$ cat src/fcs_pkg.sv
// Shared constants, types and carriers of the clock source mode control
package fcs_pkg;

  // ---------------------------------------------------------------
  // Timing
  // ---------------------------------------------------------------
  localparam int unsigned CLK_HZ = 10000000;
  // Silence on a source longer than this marks it as stopped
  localparam int unsigned SRC_IDLE_NS = 100000;
  localparam int unsigned SRC_IDLE_CYC = (SRC_IDLE_NS / 1000) * (CLK_HZ / 1000000);
  localparam int unsigned IDLE_W = 11;
  localparam logic [IDLE_W-1:0] IDLE_LIMIT = IDLE_W'(SRC_IDLE_CYC);
  // Full cycles of a new clock seen before the switch is made
  localparam logic [2:0] SWITCH_EDGES = 3'h4;
  // Full cycles of the new divided reference before relock starts
  localparam logic [2:0] RELOCK_EDGES = 3'h3;

  // ---------------------------------------------------------------
  // Widths and encodings
  // ---------------------------------------------------------------
  localparam int unsigned TRIM_W = 9;
  localparam int unsigned REFERENCE_DIVIDER_W = 3;
  localparam int unsigned BUS_DIVIDER_W = 2;
  localparam int unsigned REF_CNT_W = 8;
  localparam int unsigned BUS_CNT_W = 4;
  localparam int unsigned NSRC = 3;
  localparam int unsigned SRC_IRC = 0;
  localparam int unsigned SRC_EXT = 1;
  localparam int unsigned SRC_DCO = 2;
  localparam logic [1:0] CLOCK_SOURCE_SELECT_FLL = 2'h0;
  localparam logic [1:0] CLOCK_SOURCE_SELECT_INT = 2'h1;
  localparam logic [1:0] CLOCK_SOURCE_SELECT_EXT = 2'h2;
  localparam logic [BUS_DIVIDER_W-1:0] DEBUG_DIV_SEL = 2'h1;
  localparam logic [TRIM_W-1:0] TRIM_RESET = 9'h100;

  typedef enum logic [1:0] {
    SEL_FLL,
    SEL_INT,
    SEL_EXT
  } fcs_src_t;

  typedef enum logic [2:0] {
    MODE_LOOP_ENGAGED_INTERNAL,
    MODE_LOOP_ENGAGED_EXTERNAL,
    MODE_LOOP_BYPASSED_INTERNAL,
    MODE_LOOP_BYPASSED_INTERNAL_LOW_POWER,
    MODE_LOOP_BYPASSED_EXTERNAL,
    MODE_LOOP_BYPASSED_EXTERNAL_LOW_POWER
  } fcs_mode_t;

  typedef struct packed {
    logic [1:0] clock_source_select;
    logic internal_ref_select;
    logic low_power_bit;
    logic [REFERENCE_DIVIDER_W-1:0] reference_divider;
    logic [BUS_DIVIDER_W-1:0] bus_divider;
    logic [TRIM_W-1:0] trim;
    logic internal_ref_clock_enable;
    logic internal_ref_stop_enable;
    logic external_ref_clock_enable;
    logic external_ref_stop_enable;
    logic external_ref_select;
    logic high_gain_select;
    logic freq_range;
  } fcs_ctrl_t;

  typedef struct packed {
    logic high_gain_select;
    logic freq_range;
    logic external_ref_select;
    logic external_ref_clock_enable;
    logic external_ref_stop_enable;
    logic osc_enable;
  } fcs_osc_t;

endpackage

$ cat src/fcs_div.sv
// Power-of-two clock divider working on sampled clock edges
module fcs_div #(
  parameter int unsigned CNT_W = 4,
  parameter int unsigned SEL_W = 2
) (
  // Clock and reset
  input wire logic clock_i,
  input wire logic sys_rst_i,
  // Source clock as sampled level and its rising edge
  input wire logic src_lvl_i,
  input wire logic src_rise_i,
  // Divide by two to the power sel; run low freezes the output
  input wire logic [SEL_W-1:0] sel_i,
  input wire logic run_i,
  output logic clk_o
);

  logic [CNT_W-1:0] cnt_q;
  logic clk_q;

  always_ff @(posedge clock_i) begin
    if (sys_rst_i) begin
      cnt_q <= '0;
    end else if (run_i && src_rise_i) begin
      cnt_q <= cnt_q + CNT_W'(1);
    end
  end

  // Ratio follows sel at once, no resync of the count
  always_ff @(posedge clock_i) begin
    if (sys_rst_i) begin
      clk_q <= 1'b0;
    end else if (run_i) begin
      if (sel_i == '0) begin
        clk_q <= src_lvl_i;
      end else begin
        clk_q <= cnt_q[sel_i - SEL_W'(1)];
      end
    end
  end

  assign clk_o = clk_q;

endmodule

$ cat src/fcs_sync.sv
// Two flip-flop synchroniser for a group of levels
module fcs_sync #(
  parameter int unsigned W = 1
) (
  // Clock and reset
  input wire logic clock_i,
  input wire logic sys_rst_i,
  // Levels
  input wire logic [W-1:0] async_i,
  output logic [W-1:0] sync_o
);

  logic [W-1:0] meta_q;
  logic [W-1:0] sync_q;

  for (genvar i = 0; i < W; i++) begin : g_bit
    always_ff @(posedge clock_i) begin
      if (sys_rst_i) begin
        meta_q[i] <= 1'b0;
        sync_q[i] <= 1'b0;
      end else begin
        meta_q[i] <= async_i[i];
        sync_q[i] <= meta_q[i];
      end
    end
  end

  assign sync_o = sync_q;

endmodule

$ cat src/fcs_top.sv
// Mode, source selection and dividers of the FLL based clock source unit
//
// What this block does
// - Reset lands in loop engaged internal mode
// - Three-bit divider scales chosen reference for loop
// - Nine writable trim bits for internal oscillator
// - Bus divider gives ratios one, two, four, eight
// - Debug clock is oscillator divided by two
// - Engaged internal: loop on internal reference
// - Engaged external: loop on external reference
// - Bypassed internal: loop runs, output from reference
// - Bypassed internal low power: loop off, no debug
// - External low power needs 10, 0, no debug, one
// - External low power: loop off, external enabled
// - Stop freezes all clock outputs except kept ones
// - Internal reference out in stop needs both enables
// - External reference out in stop needs both enables
// - Relock waits some new divided reference cycles
// - Source switch waits some new clock cycles
// - Missing new source keeps previous source
// - Bus divider change acts at once
// - Drives control lines of external oscillator
module fcs_top (
  // Clock and reset
  input wire logic clock_i,
  input wire logic sys_rst_i,
  // Software control and system state
  input wire fcs_pkg::fcs_ctrl_t ctrl_i,
  input wire logic debug_mode_i,
  input wire logic stop_i,
  // Raw clocks from the analog side
  input wire logic irc_clk_i,
  input wire logic ext_clk_i,
  input wire logic dco_clk_i,
  // Clock outputs
  output logic output_clock_o,
  output logic debug_clock_o,
  output logic local_debug_clock_o,
  output logic internal_reference_clock_out_o,
  output logic external_reference_clock_out_o,
  // Loop and oscillator control
  output logic fll_enable_o,
  output logic fll_ref_internal_o,
  output logic fll_ref_clk_o,
  output logic [fcs_pkg::TRIM_W-1:0] trim_o,
  output fcs_pkg::fcs_osc_t osc_o,
  // Status
  output fcs_pkg::fcs_mode_t mode_o,
  output logic switch_pending_o
);
  import fcs_pkg::*;

  // ---------------------------------------------------------------
  // Source sampling and activity
  // ---------------------------------------------------------------
  logic [NSRC-1:0] src_raw;
  logic [NSRC-1:0] src_s;
  logic [NSRC-1:0] src_prev_q;
  logic [NSRC-1:0] src_rise;
  logic [NSRC-1:0] src_alive;
  logic [NSRC-1:0][IDLE_W-1:0] idle_q;

  assign src_raw[SRC_IRC] = irc_clk_i;
  assign src_raw[SRC_EXT] = ext_clk_i;
  assign src_raw[SRC_DCO] = dco_clk_i;

  fcs_sync #(
    .W(NSRC)
  ) u_src_sync (
    .clock_i(clock_i),
    .sys_rst_i(sys_rst_i),
    .async_i(src_raw),
    .sync_o(src_s)
  );

  always_ff @(posedge clock_i) begin
    if (sys_rst_i) begin
      src_prev_q <= '0;
    end else begin
      src_prev_q <= src_s;
    end
  end

  assign src_rise = src_s & ~src_prev_q;

  // A source counts as running while edges keep arriving
  for (genvar i = 0; i < NSRC; i++) begin : g_alive
    always_ff @(posedge clock_i) begin
      if (sys_rst_i) begin
        idle_q[i] <= IDLE_LIMIT;
      end else if (src_rise[i]) begin
        idle_q[i] <= '0;
      end else if (idle_q[i] != IDLE_LIMIT) begin
        idle_q[i] <= idle_q[i] + IDLE_W'(1);
      end
    end
    assign src_alive[i] = (idle_q[i] != IDLE_LIMIT);
  end

  // ---------------------------------------------------------------
  // Source switching
  // ---------------------------------------------------------------
  typedef enum logic [1:0] {
    SW_IDLE,
    SW_WAIT
  } fcs_sw_state_t;

  fcs_sw_state_t sw_q;
  fcs_src_t act_src_q;
  fcs_src_t req_src;
  fcs_src_t pend_src_q;
  logic [2:0] sw_cnt_q;
  logic req_rise;
  logic req_alive;

  always_comb begin
    case (ctrl_i.clock_source_select)
      CLOCK_SOURCE_SELECT_FLL: req_src = SEL_FLL;
      CLOCK_SOURCE_SELECT_INT: req_src = SEL_INT;
      CLOCK_SOURCE_SELECT_EXT: req_src = SEL_EXT;
      // Reserved code leaves the active source alone
      default: req_src = act_src_q;
    endcase
  end

  always_comb begin
    case (req_src)
      SEL_INT: begin
        req_rise = src_rise[SRC_IRC];
        req_alive = src_alive[SRC_IRC];
      end
      SEL_EXT: begin
        req_rise = src_rise[SRC_EXT];
        req_alive = src_alive[SRC_EXT];
      end
      default: begin
        req_rise = src_rise[SRC_DCO];
        req_alive = src_alive[SRC_DCO];
      end
    endcase
  end

  // Commit only after full cycles of the new clock; a dead one never commits
  always_ff @(posedge clock_i) begin
    if (sys_rst_i) begin
      sw_q <= SW_IDLE;
      act_src_q <= SEL_FLL;
      pend_src_q <= SEL_FLL;
      sw_cnt_q <= '0;
    end else begin
      case (sw_q)
        SW_IDLE: begin
          if (req_src != act_src_q) begin
            sw_q <= SW_WAIT;
            pend_src_q <= req_src;
            sw_cnt_q <= '0;
          end
        end
        SW_WAIT: begin
          if (req_src == act_src_q) begin
            sw_q <= SW_IDLE;
          end else if (req_src != pend_src_q) begin
            pend_src_q <= req_src;
            sw_cnt_q <= '0;
          end else if (!req_alive) begin
            sw_cnt_q <= '0;
          end else if (req_rise) begin
            if (sw_cnt_q == SWITCH_EDGES) begin
              act_src_q <= pend_src_q;
              sw_q <= SW_IDLE;
            end else begin
              sw_cnt_q <= sw_cnt_q + 3'h1;
            end
          end
        end
        default: sw_q <= SW_IDLE;
      endcase
    end
  end

  assign switch_pending_o = (sw_q == SW_WAIT);

  // ---------------------------------------------------------------
  // Mode decode
  // ---------------------------------------------------------------
  fcs_mode_t mode_d;
  fcs_mode_t mode_q;
  logic fll_ref_int_q;
  logic low_power_ok;

  assign low_power_ok = ctrl_i.low_power_bit && !debug_mode_i;

  always_comb begin
    case (act_src_q)
      SEL_INT: begin
        if (low_power_ok) begin
          mode_d = MODE_LOOP_BYPASSED_INTERNAL_LOW_POWER;
        end else begin
          mode_d = MODE_LOOP_BYPASSED_INTERNAL;
        end
      end
      SEL_EXT: begin
        if (low_power_ok && !ctrl_i.internal_ref_select) begin
          mode_d = MODE_LOOP_BYPASSED_EXTERNAL_LOW_POWER;
        end else begin
          mode_d = MODE_LOOP_BYPASSED_EXTERNAL;
        end
      end
      default: begin
        if (fll_ref_int_q) begin
          mode_d = MODE_LOOP_ENGAGED_INTERNAL;
        end else begin
          mode_d = MODE_LOOP_ENGAGED_EXTERNAL;
        end
      end
    endcase
  end

  always_ff @(posedge clock_i) begin
    if (sys_rst_i) begin
      mode_q <= MODE_LOOP_ENGAGED_INTERNAL;
    end else begin
      mode_q <= mode_d;
    end
  end

  assign mode_o = mode_q;

  logic fll_on;

  assign fll_on = (mode_q != MODE_LOOP_BYPASSED_INTERNAL_LOW_POWER) &&
                  (mode_q != MODE_LOOP_BYPASSED_EXTERNAL_LOW_POWER);

  // ---------------------------------------------------------------
  // Reference dividers and relock
  // ---------------------------------------------------------------
  logic irc_div;
  logic ext_div;
  logic irc_div_prev_q;
  logic ext_div_prev_q;
  logic new_ref_rise;
  logic [2:0] relock_cnt_q;

  // Both references are divided so the new one is ready at a swap
  fcs_div #(
    .CNT_W(REF_CNT_W),
    .SEL_W(REFERENCE_DIVIDER_W)
  ) u_irc_div (
    .clock_i(clock_i),
    .sys_rst_i(sys_rst_i),
    .src_lvl_i(src_s[SRC_IRC]),
    .src_rise_i(src_rise[SRC_IRC]),
    .sel_i(ctrl_i.reference_divider),
    .run_i(!stop_i),
    .clk_o(irc_div)
  );

  fcs_div #(
    .CNT_W(REF_CNT_W),
    .SEL_W(REFERENCE_DIVIDER_W)
  ) u_ext_div (
    .clock_i(clock_i),
    .sys_rst_i(sys_rst_i),
    .src_lvl_i(src_s[SRC_EXT]),
    .src_rise_i(src_rise[SRC_EXT]),
    .sel_i(ctrl_i.reference_divider),
    .run_i(!stop_i),
    .clk_o(ext_div)
  );

  always_ff @(posedge clock_i) begin
    if (sys_rst_i) begin
      irc_div_prev_q <= 1'b0;
      ext_div_prev_q <= 1'b0;
    end else begin
      irc_div_prev_q <= irc_div;
      ext_div_prev_q <= ext_div;
    end
  end

  assign new_ref_rise = ctrl_i.internal_ref_select ? (irc_div && !irc_div_prev_q)
                                                   : (ext_div && !ext_div_prev_q);

  // Loop keeps its old reference until the new one has shown full cycles
  always_ff @(posedge clock_i) begin
    if (sys_rst_i) begin
      fll_ref_int_q <= 1'b1;
      relock_cnt_q <= '0;
    end else if (ctrl_i.internal_ref_select == fll_ref_int_q) begin
      relock_cnt_q <= '0;
    end else if (new_ref_rise) begin
      if (relock_cnt_q == RELOCK_EDGES) begin
        fll_ref_int_q <= ctrl_i.internal_ref_select;
        relock_cnt_q <= '0;
      end else begin
        relock_cnt_q <= relock_cnt_q + 3'h1;
      end
    end
  end

  logic fll_ref_clk_q;

  always_ff @(posedge clock_i) begin
    if (sys_rst_i) begin
      fll_ref_clk_q <= 1'b0;
    end else if (!stop_i && fll_on) begin
      fll_ref_clk_q <= fll_ref_int_q ? irc_div : ext_div;
    end
  end

  assign fll_ref_clk_o = fll_ref_clk_q;
  assign fll_enable_o = fll_on;
  assign fll_ref_internal_o = fll_ref_int_q;

  // ---------------------------------------------------------------
  // Output and debug clocks
  // ---------------------------------------------------------------
  logic sel_lvl;
  logic sel_rise;

  always_comb begin
    case (act_src_q)
      SEL_INT: begin
        sel_lvl = src_s[SRC_IRC];
        sel_rise = src_rise[SRC_IRC];
      end
      SEL_EXT: begin
        sel_lvl = src_s[SRC_EXT];
        sel_rise = src_rise[SRC_EXT];
      end
      default: begin
        sel_lvl = src_s[SRC_DCO];
        sel_rise = src_rise[SRC_DCO];
      end
    endcase
  end

  // Ratio is read straight from the control bits, no handover wait
  fcs_div #(
    .CNT_W(BUS_CNT_W),
    .SEL_W(BUS_DIVIDER_W)
  ) u_bus_div (
    .clock_i(clock_i),
    .sys_rst_i(sys_rst_i),
    .src_lvl_i(sel_lvl),
    .src_rise_i(sel_rise),
    .sel_i(ctrl_i.bus_divider),
    .run_i(!stop_i),
    .clk_o(output_clock_o)
  );

  logic dbg_clk;
  logic lcl_clk_q;

  fcs_div #(
    .CNT_W(BUS_CNT_W),
    .SEL_W(BUS_DIVIDER_W)
  ) u_dbg_div (
    .clock_i(clock_i),
    .sys_rst_i(sys_rst_i),
    .src_lvl_i(src_s[SRC_DCO]),
    .src_rise_i(src_rise[SRC_DCO]),
    .sel_i(DEBUG_DIV_SEL),
    .run_i(!stop_i && fll_on),
    .clk_o(dbg_clk)
  );

  assign debug_clock_o = dbg_clk;

  // Local debug clock goes quiet with the loop
  always_ff @(posedge clock_i) begin
    if (sys_rst_i) begin
      lcl_clk_q <= 1'b0;
    end else if (!stop_i && fll_on) begin
      lcl_clk_q <= dbg_clk;
    end
  end

  assign local_debug_clock_o = lcl_clk_q;

  // ---------------------------------------------------------------
  // Reference clock outputs
  // ---------------------------------------------------------------
  logic irc_out_q;
  logic ext_out_q;
  logic irc_run;
  logic ext_run;

  assign irc_run = ctrl_i.internal_ref_clock_enable &&
                   (!stop_i || ctrl_i.internal_ref_stop_enable);
  assign ext_run = ctrl_i.external_ref_clock_enable &&
                   (!stop_i || ctrl_i.external_ref_stop_enable);

  always_ff @(posedge clock_i) begin
    if (sys_rst_i) begin
      irc_out_q <= 1'b0;
    end else if (irc_run) begin
      irc_out_q <= src_s[SRC_IRC];
    end else begin
      irc_out_q <= 1'b0;
    end
  end

  always_ff @(posedge clock_i) begin
    if (sys_rst_i) begin
      ext_out_q <= 1'b0;
    end else if (ext_run) begin
      ext_out_q <= src_s[SRC_EXT];
    end else begin
      ext_out_q <= 1'b0;
    end
  end

  assign internal_reference_clock_out_o = irc_out_q;
  assign external_reference_clock_out_o = ext_out_q;

  // ---------------------------------------------------------------
  // Trim and oscillator control
  // ---------------------------------------------------------------
  logic [TRIM_W-1:0] trim_q;
  fcs_osc_t osc_q;
  logic ext_needed;

  always_ff @(posedge clock_i) begin
    if (sys_rst_i) begin
      trim_q <= TRIM_RESET;
    end else begin
      trim_q <= ctrl_i.trim;
    end
  end

  assign trim_o = trim_q;

  // Oscillator stays on whenever anything still uses the external reference
  assign ext_needed = (act_src_q == SEL_EXT) || (fll_on && !fll_ref_int_q) ||
                      (!ctrl_i.internal_ref_select) || ext_run;

  always_ff @(posedge clock_i) begin
    if (sys_rst_i) begin
      osc_q <= '0;
    end else begin
      osc_q.high_gain_select <= ctrl_i.high_gain_select;
      osc_q.freq_range <= ctrl_i.freq_range;
      osc_q.external_ref_select <= ctrl_i.external_ref_select;
      osc_q.external_ref_clock_enable <= ctrl_i.external_ref_clock_enable;
      osc_q.external_ref_stop_enable <= ctrl_i.external_ref_stop_enable;
      osc_q.osc_enable <= ext_needed && (!stop_i || ext_run);
    end
  end

  assign osc_o = osc_q;

endmodule

$ cat config.mk
export PLATFORM = sky130hd
export DESIGN_NAME = fcs_top
export DESIGN_NICKNAME = d
export VERILOG_FILES = /design/src/fcs_pkg.sv /design/src/fcs_div.sv /design/src/fcs_sync.sv /design/src/fcs_top.sv
export SDC_FILE = /design/constraint.sdc
export NUM_CORES = 1
export LEC_CHECK = 0
export BUFFER_PORTS_ARGS = -buffer_cell sky130_fd_sc_hd__buf_2
export CAP_MARGIN = 0
export CELL_PAD_IN_SITES_DETAIL_PLACEMENT = 1
export CELL_PAD_IN_SITES_GLOBAL_PLACEMENT = 2
export CORE_MARGIN = 3
export CORE_UTILIZATION = 32
export DETAILED_ROUTE_END_ITERATION = 16
export MAX_ROUTING_LAYER = met4
export PLACE_DENSITY = 0.73
export SLEW_MARGIN = 10
export SYNTH_ARGS = -nofsm -noshare
export SYNTH_HDL_FRONTEND = slang
export SYNTH_SLANG_ARGS = --single-unit
export TNS_END_PERCENT = 10
$ cat constraint.sdc
create_clock -name clock_i -period 1.9 [get_ports clock_i]
set_input_delay 0.19 -clock clock_i [delete_from_list [all_inputs] [get_ports clock_i]]
set_output_delay 0.19 -clock clock_i [all_outputs]
set_load 0.05 [all_outputs]
# ---- Word-level counts from Yosys, hierarchy flattened
# Index checks and enable logic that the tools add are counted.
dict set report totals {
  input_bits 32
  out_inout_bits 27
  register_bits 107
  word_cells 178
}
dict set report op_classes {
  n_eq_ne 27
  bitwise_logic 7
  n_lt_le_gt_ge 2
  addsub 11
  n_mux 45
  reduce_logical 45
}
# cell count
set op_table {}
lappend op_table {{$mux 10} 6}
lappend op_table {{$add 11x1->11 const B} 3}
lappend op_table {{$ne 11x10->1 const B} 3}
lappend op_table {{$mux 3} 7}
lappend op_table {{$mux 2} 9}
lappend op_table {{$add 8x1->8 const B} 2}
lappend op_table {{$logic_and 1x1->1} 14}
lappend op_table {{$pmux 3 s2} 2}
lappend op_table {{$reduce_or 2->1} 6}
lappend op_table {{$mux 1} 11}
lappend op_table {{$reduce_and 5->1} 2}
lappend op_table {{$ne 3x1->1 const B} 3}
lappend op_table {{$add 4x1->4 const B} 2}
lappend op_table {{$eq 2x1->1 const B} 4}
lappend op_table {{$pmux 1 s2} 4}
lappend op_table {{$pmux 2 s2} 2}
lappend op_table {{$reduce_bool 2->1} 4}
lappend op_table {{$add 3x1->3 const B} 2}
lappend op_table {{$bmux 1 s3} 2}
lappend op_table {{$eq 2x2->1 const B} 3}
lappend op_table {{$logic_not 1->1} 6}
lappend op_table {{$logic_not 2->1} 3}
lappend op_table {{$logic_or 1x1->1} 6}
lappend op_table {{$ne 3x3->1 const B} 2}
lappend op_table {{23 further kinds} 29}

# ---- Logic depth before layout (Yosys ltp)
# Gate-level depths: netlist of the first run.
dict set report logic_depth {
  depth_word 9
  ltp_mapped 9
  ltp_nobuf 8
}

# ---- Modules after synthesis
# Synthesis of the first run repeated with hierarchy kept, for this count alone.
dict set report unflattened {
  hier_cells 551
  area_unflattened_um2 5142.4
}
# module area_per_inst_um2 seq_area_each_um2 instances cells_each
set modules_own_cells {}
lappend modules_own_cells {fcs_top 3370.7 1441.4 1 361}
lappend modules_own_cells {{fcs_div (u_ext_div ...)} 540.5 180.2 2 60}
lappend modules_own_cells {{fcs_div (u_bus_div ...)} 266.5 100.1 2 29}
lappend modules_own_cells {fcs_sync 157.7 120.1 1 12}

# ---- Worst setup path after synthesis of the first run
# No wires, ideal clock.
dict set report synth_timing {
  path_type {reg-to-reg}
  start {register idle_q[11] (netlist name)}
  end {register act_src_q[0]}
  path_stages_with_launch 10
  n_path_buf 1
  t_required_ns 1.833
  setup_slack_ns -0.135
  period_less_slack_ns 2.035
  setup_ns 0.067
  t_arrival_ns 1.968
  cell_sequence {dfxtp_1 inv_1 ha_1 nand4b_1 or4_1 a22o_1 o2111a_1 buf_6 a21o_1 a21oi_2}
}
dict set report synth_between {
  elab_chain_len 3
}
# element line
set synth_rtl {}
lappend synth_rtl {{start, declared} fcs_top.sv:61} ;# logic [NSRC-1:0][IDLE_W-1:0] idle_q;
lappend synth_rtl {{start signal, assigned by index} fcs_top.sv:94} ;# idle_q[i] <= idle_q[i] + IDLE_W'(1);
lappend synth_rtl {{$ne 11x10->1} fcs_top.sv:97} ;# assign src_alive[i] = (idle_q[i] != IDLE_LIMIT);
lappend synth_rtl {{$pmux 1 s2} fcs_top.sv:127} ;# case (req_src)
lappend synth_rtl {{$reduce_and 6->1 (no source line)} n/a}
lappend synth_rtl {{end signal, assigned} fcs_top.sv:169} ;# act_src_q <= pend_src_q;
lappend synth_rtl {{end, declared} fcs_top.sv:109} ;# fcs_src_t act_src_q;
# No other way between the ends.
# A chain may end at the register's enable or synchronous reset.

# ---- Worst setup path after layout of the first run
dict set report layout_timing {
  start {register idle_q[12] (netlist name)}
  end {register act_src_q[1]}
}
# The elaborated chain is that of the path after synthesis.

==> results.yml, run 1 <==
outcome:
  status: "finished with violations"
  violations: "setup timing"
worst_setup_path:
  crit_type: "reg2reg"
  ff2ff_setup_slack_ns: -0.22
  r2r-end: "act_src_q[1]"
  crit_arrival_ns: 2.41
  worstReg2RegStart: "idle_q[12]"
  critPathLaunch: "idle_q[12]"
  crit_path_max_fanout: 6
  required_ns: 2.19
  start_kind: "register"
  endpoint: "act_src_q[1]"
  critPathCaptureType: "register"
  ff2ff_path_depth: 8
route:
  wl_per_cell_um: 14.6
  drtAntennaViolNets: 0
  wl_mm: 11.4
  route.detailed.drc: 0
  drt-pass1-iter-count: 4
  drtIter0Drc: 115
  vias: 3746
  vias_per_cell: 4.80
cts:
  clock_path_buffers: 2
  htreeDepth: 3
  clockRootBuffer: "clkbuf_16"
  hold_buffers: 0
  cts_tree: "done"
  cts.sinks: 103
  numCtsBuffers: 9
  clock_latency_ns: 0.35
  clkSlewWorstSetupHoldPaths_ns: 0.07
synth:
  ys_top_cells_by_count: "dfxtp_1 (103), nor2_1 (61), nor2b_1 (36)"
  yosys.area.top_type: "dfxtp_1"
  ys_seq_elements: 103
  synth_warnings: 0
  synth_nets: 545
  synth-main-ff-cell: "dfxtp_1"
  async_reset_ff_share_pct: 0
  synth_seq_area_share_pct: 44.9
  yosys-top-cells-area: "dfxtp_1 (45%), xor2_1 (5.7%), nor2_1 (5.0%), nor2b_1 (4.9%), ha_1 (4.6%)"
  syn_area_um2: 4590
  synth_cells: 496
  synth-edff-count: 0
  synth_cell_type_count: 54
  synth_top_area_share_pct: 44.9
  synth.most_common_cell: "dfxtp_1"
  syn_avg_cell_area_um2: 9.25
sta:
  hold_viol: 0
  min_period_ns: 2.12
  grt_setup_unrepaired: "true"
  setup_violations: 6
  skew_ns: 0.00738
  slew_headroom_pct: 49.7
  setup_ws_ns: -0.224
  worst_pin_slew_ns: 0.754
  slew_violations: 0
  max_clock_freq_mhz: 471
  post-route-period-util_pct: 112
floorplan:
  dieArea_um2: 15800
  core_um2: 13900
  initial_core_util_pct: 32.9
  row_count: 43
  die_width_um: 126
  die_y_um: 126
  io_pins: 59
placed_design:
  gp_congestion: 0.811
  dp_cells: 762
  pre_cts_ws_ns: -0.289
  place_area_um2: 5380
  port_buffers: 58
  dp.final_hpwl_mm: 8.45
grt:
  grt_pass1_vias: 3938
  grt_remaining_overflow: 0
  antenna_found_initial: 0
  grt_max_degree: 42
  grt_use_total_pct: 15.1
  grt_pass1_wl_mm: 19.0
layout:
  fill_cells: 1606
  stdcell_count: 780
  syn2layout_area_growth_pct: 25.5
  design_area_um2: 5760
  nets: 644
  antenna_cells: 0
  post_route_cells_drive_above_1_share_pct: 24.3
flow_run:
  drv_cap: 0
power:
  totalPowerFinal_mw: 5.42
  ir_worst_vdd_uv: 370
  p_leak_nw: 2.42
  power_density_nw_per_um2: 941
worst_hold_path:
  hold_class: "in2reg"
[worst max-delay path: stages (launching register included)]
cell,delay (ns)
dfxtp_2,0.33
inv_2,0.06
ha_4,0.12
nand4b_1,0.14
or4_4,0.54
a22o_1,0.23
o2111a_2,0.31
a21o_2,0.21
a21oi_2,0.12
[worst min-delay path by stage]
stage                    start         to  slack [ns]  depth (start not counted)
global route        ctrl_i[15]  trim_o[8]        0.02                          2
global placement    ctrl_i[15]  trim_o[8]        0.37                          2
floorplan            sys_rst_i   osc_o[2]        0.27                          1
detailed placement  ctrl_i[15]  trim_o[8]        0.38                          2
finish              ctrl_i[15]  trim_o[8]        0.02                          2
CTS                 ctrl_i[15]  trim_o[8]       0.007                          2
[registers in the layout (all words and copies together) (netlist names), 3 cells and up]
register           cells
u_irc_div.cnt_q        8
osc_o                  6
u_bus_div.cnt_q        4
idle_q                33
u_src_sync.sync_o      3
src_prev_q             3
u_ext_div.cnt_q        8
relock_cnt_q           3
trim_o                 9
mode_o                 3
u_src_sync.meta_q      3
sw_cnt_q               3
[where the power goes]
| part | switching, mW | total [mW] | internal [mW] | leakage (nW) |
|---|---|---|---|---|
| clock | 0.853 | 2.05 | 1.20 | 0.155 |
| sequential | 0.0650 | 2.34 | 2.28 | 0.842 |
| combinational | 0.529 | 1.02 | 0.494 | 1.42 |
| total | 1.45 | 5.42 | 3.97 | 2.42 |
[routing by layer]
metal	GRT usage (%)	share of wire, %	up-vias
met5	-	0	-
met4	5.49	1.7	0
met3	2.33	2.1	13
met2	25.2	50	39
met1	18.6	47	1809
li1	-	-	1885
[area by class of cell]
class	count	area, µm²	share of cell area (%)
multi-input combinational	351	2400	41.7
sequential	103	2070	35.9
timing repair buffer	104	636	11.0
clock buffer	10	239	4.15
tap	180	225	3.91
inverter	26	97.6	1.69
clock inverter	6	92.6	1.61
[kinds of logic after synthesis]
group / synth area share (%)
simple gates: 21.5
flops: 44.9
buf+inv: 3.73
compound gates: 10.9
fa+ha+maj: 4.63
mux: 5.32
xor+xnor: 8.97
[layout by cell type (no fill, tap or decap), drive strengths merged, types with 6 or more instances in the layout]
master	count
xor2	30
nand4	11
o21bai	12
ha	17
nand2	34
inv	27
clkbuf	10
xnor2	17
a21o	8
a31oi	6
nor2	61
buf	104
o21ai	7
nor2b	36
or2	7
nand3	18
mux2i	12
a21oi	21
dfxtp	103
[repair_timing]
action                                  CTS  global route
cloned                                    1             0
gates resized for setup                   4             2
setup buffers                             0             1
hold endpoints to repair                  0             0
pin swaps                                 2             2
endpoints found under the setup margin    8            10
[metrics by stage]
| stage | hold WS, ns | setup TNS, ns | util, % |
|---|---|---|---|
| 2_1_floorplan | 0.273 | -0.415 | - |
| 6_report | 0.0189 | -0.943 | 41.3 |
| 3_3_place_gp | 0.373 | -1.15 | 38.6 |
| 3_5_place_dp | 0.380 | -1.42 | 38.6 |
| 4_1_cts | 0.00702 | -0.987 | 41.2 |
| 5_1_grt | 0.0191 | -1.49 | 41.3 |
Power figures use the tool's default switching activity.
==> run 2, diff against run 1 <==
--- a/config.mk
+++ b/config.mk
@@ -9,6 +9,7 @@
 export CAP_MARGIN = 0
 export CELL_PAD_IN_SITES_DETAIL_PLACEMENT = 1
 export CELL_PAD_IN_SITES_GLOBAL_PLACEMENT = 2
+export CORE_ASPECT_RATIO = 1.2
 export CORE_MARGIN = 3
 export CORE_UTILIZATION = 32
 export DETAILED_ROUTE_END_ITERATION = 16
==> run 2 against run 1 <==
The run still ends with setup timing left. Cell count fell by 0.64%. Flip-flop and latch count unchanged. Via count increased by 2.0%. Power up 3.7%. Critical path depth stayed put. Final area grew 0.76%. Critical path type unchanged.
==> results.yml, run 2 (synthesis gave the netlist of run 1 again) <==
outcome:
  status: "finished with violations"
  violations: "setup timing"
placed_design:
  gp_congestion: 0.790
  place_area_um2: 5400
  dp.final_hpwl_mm: 8.50
  port_buffers: 58
floorplan:
  dieArea_um2: 15800
  row_count: 47
  die_y_um: 137
  die_width_um: 115
  io_pins: 59
  initial_core_util_pct: 32.9
  core_um2: 13900
grt:
  antenna_found_initial: 0
  grt_remaining_overflow: 0
  grt_pass1_vias: 4003
  grt_max_degree: 32
  grt_use_total_pct: 15.8
  grt_pass1_wl_mm: 19.2
sta:
  grt_setup_unrepaired: "true"
  min_period_ns: 2.11
  setup_violations: 6
  slew_violations: 0
  skew_ns: 0.00896
  hold_viol: 0
  worst_pin_slew_ns: 0.625
  post-route-period-util_pct: 111
  setup_ws_ns: -0.212
  slew_headroom_pct: 58.3
  max_clock_freq_mhz: 473
  fin_tns_setup_ns: -0.900
route:
  wl_per_cell_um: 14.9
  wl_mm: 11.5
  drtIter0Drc: 85
  drtAntennaViolNets: 0
  vias: 3822
  vias_per_cell: 4.93
  drt-pass1-iter-count: 4
  route.detailed.drc: 0
worst_setup_path:
  start_kind: "register"
  required_ns: 2.19
  crit_path_max_fanout: 6
  critPathCaptureType: "register"
  crit_type: "reg2reg"
  crit_arrival_ns: 2.40
power:
  p_leak_nw: 2.46
  ir_worst_vdd_uv: 362
  power_density_nw_per_um2: 968
  totalPowerFinal_mw: 5.62
flow_run:
  drv_cap: 0
layout:
  post_route_cells_drive_above_1_share_pct: 24.5
  design_area_um2: 5800
  largest_register: "idle_q"
  seqCellArea_um2: 2060
  antenna_cells: 0
  final_common_cell: "dfxtp_1"
  syn2layout_area_growth_pct: 26.4
  final_util_pct: 41.6
  fill_cells: 1630
  largest_reg_flops: 33
  nets: 649
  final_cell_mix: "dfxtp_1 (101), nor2_1 (61), buf_2 (58), buf_4 (51), nor2b_1 (35)"
  multiInputGateArea_um2: 2400
cts:
  numCtsBuffers: 9
  clockRootBuffer: "clkbuf_16"
  clock_latency_ns: 0.35
  htreeDepth: 3
  clock_path_buffers: 2
  cts_tree: "done"
  hold_buffers: 0
  clkSlewWorstSetupHoldPaths_ns: 0.07
  cts.sinks: 103
worst_hold_path:
  hold_class: "in2reg"
## run 2: cell count changes in the layout (fill, tap and decap cells not counted), sizes merged
cell,delta
buf,+5
clkinv,-1
clkinvlp,-2
bufinv,+2
## run 2: metal layers
| metal | up-vias | wire length (µm) | GRT usage [%] |
|---|---|---|---|
| li1 | 1898 | - | - |
| met1 | 1868 | 5150 | 18.2 |
| met2 | 43 | 5930 | 27.0 |
| met3 | 13 | 244 | 2.94 |
| met4 | 0 | 211 | 6.52 |
| met5 | - | 0 | - |
## run 2: power by group
group	switching, mW	leakage, nW	internal, mW
combinational	0.533	1.44	0.501
sequential	0.0680	0.841	2.28
clock	0.818	0.173	1.42
## run 2: timing repair
| item | in CTS | in global routing |
|---|---|---|
| cloned | 1 | 0 |
| setup buffers | 1 | 1 |
| setup endpoints to repair | 9 | 8 |
| pin swaps | 4 | 2 |
| gates resized for setup | 5 | 0 |
## run 2: cell type report
| type | instances | area share [%] |
|---|---|---|
| Clock buffer | 10 | 3.95 |
| Multi-Input combinational cell | 351 | 41.3 |
| Timing Repair Buffer | 109 | 11.6 |
| Inverter | 26 | 1.68 |
| Tap cell | 171 | 3.69 |
| Clock inverter | 5 | 2.22 |
| Sequential cell | 103 | 35.6 |
## run 2: final timing paths
path                                      start               to  slack [ns]  cells after the start
worst max-delay path                 idle_q[11]     act_src_q[1]       -0.21                      8
worst min-delay path                 ctrl_i[15]        trim_o[8]        0.03                      2
worst max register to register       idle_q[11]     act_src_q[1]       -0.21                      8
worst min register to register  relock_cnt_q[2]  relock_cnt_q[2]        0.44                      2
## run 2: stage by stage
step | cells | setup WS, ns | hold slack (ns)
global placement | 757 | -0.242 | 0.373
detailed placement | 757 | -0.263 | 0.386
global route | 775 | -0.310 | 0.0318
floorplan | 496 | -0.103 | 0.273
CTS | 774 | -0.191 | 0.0202
finish | 775 | -0.212 | 0.0325
## run 2: worst max-delay path, cell delays in order, from the launching register on
cell,delay [ns]
dfxtp_2,0.32
inv_2,0.07
ha_4,0.12
nand4b_1,0.12
or4_4,0.55
a22o_1,0.23
o2111a_2,0.31
a21o_2,0.21
a21oi_2,0.12
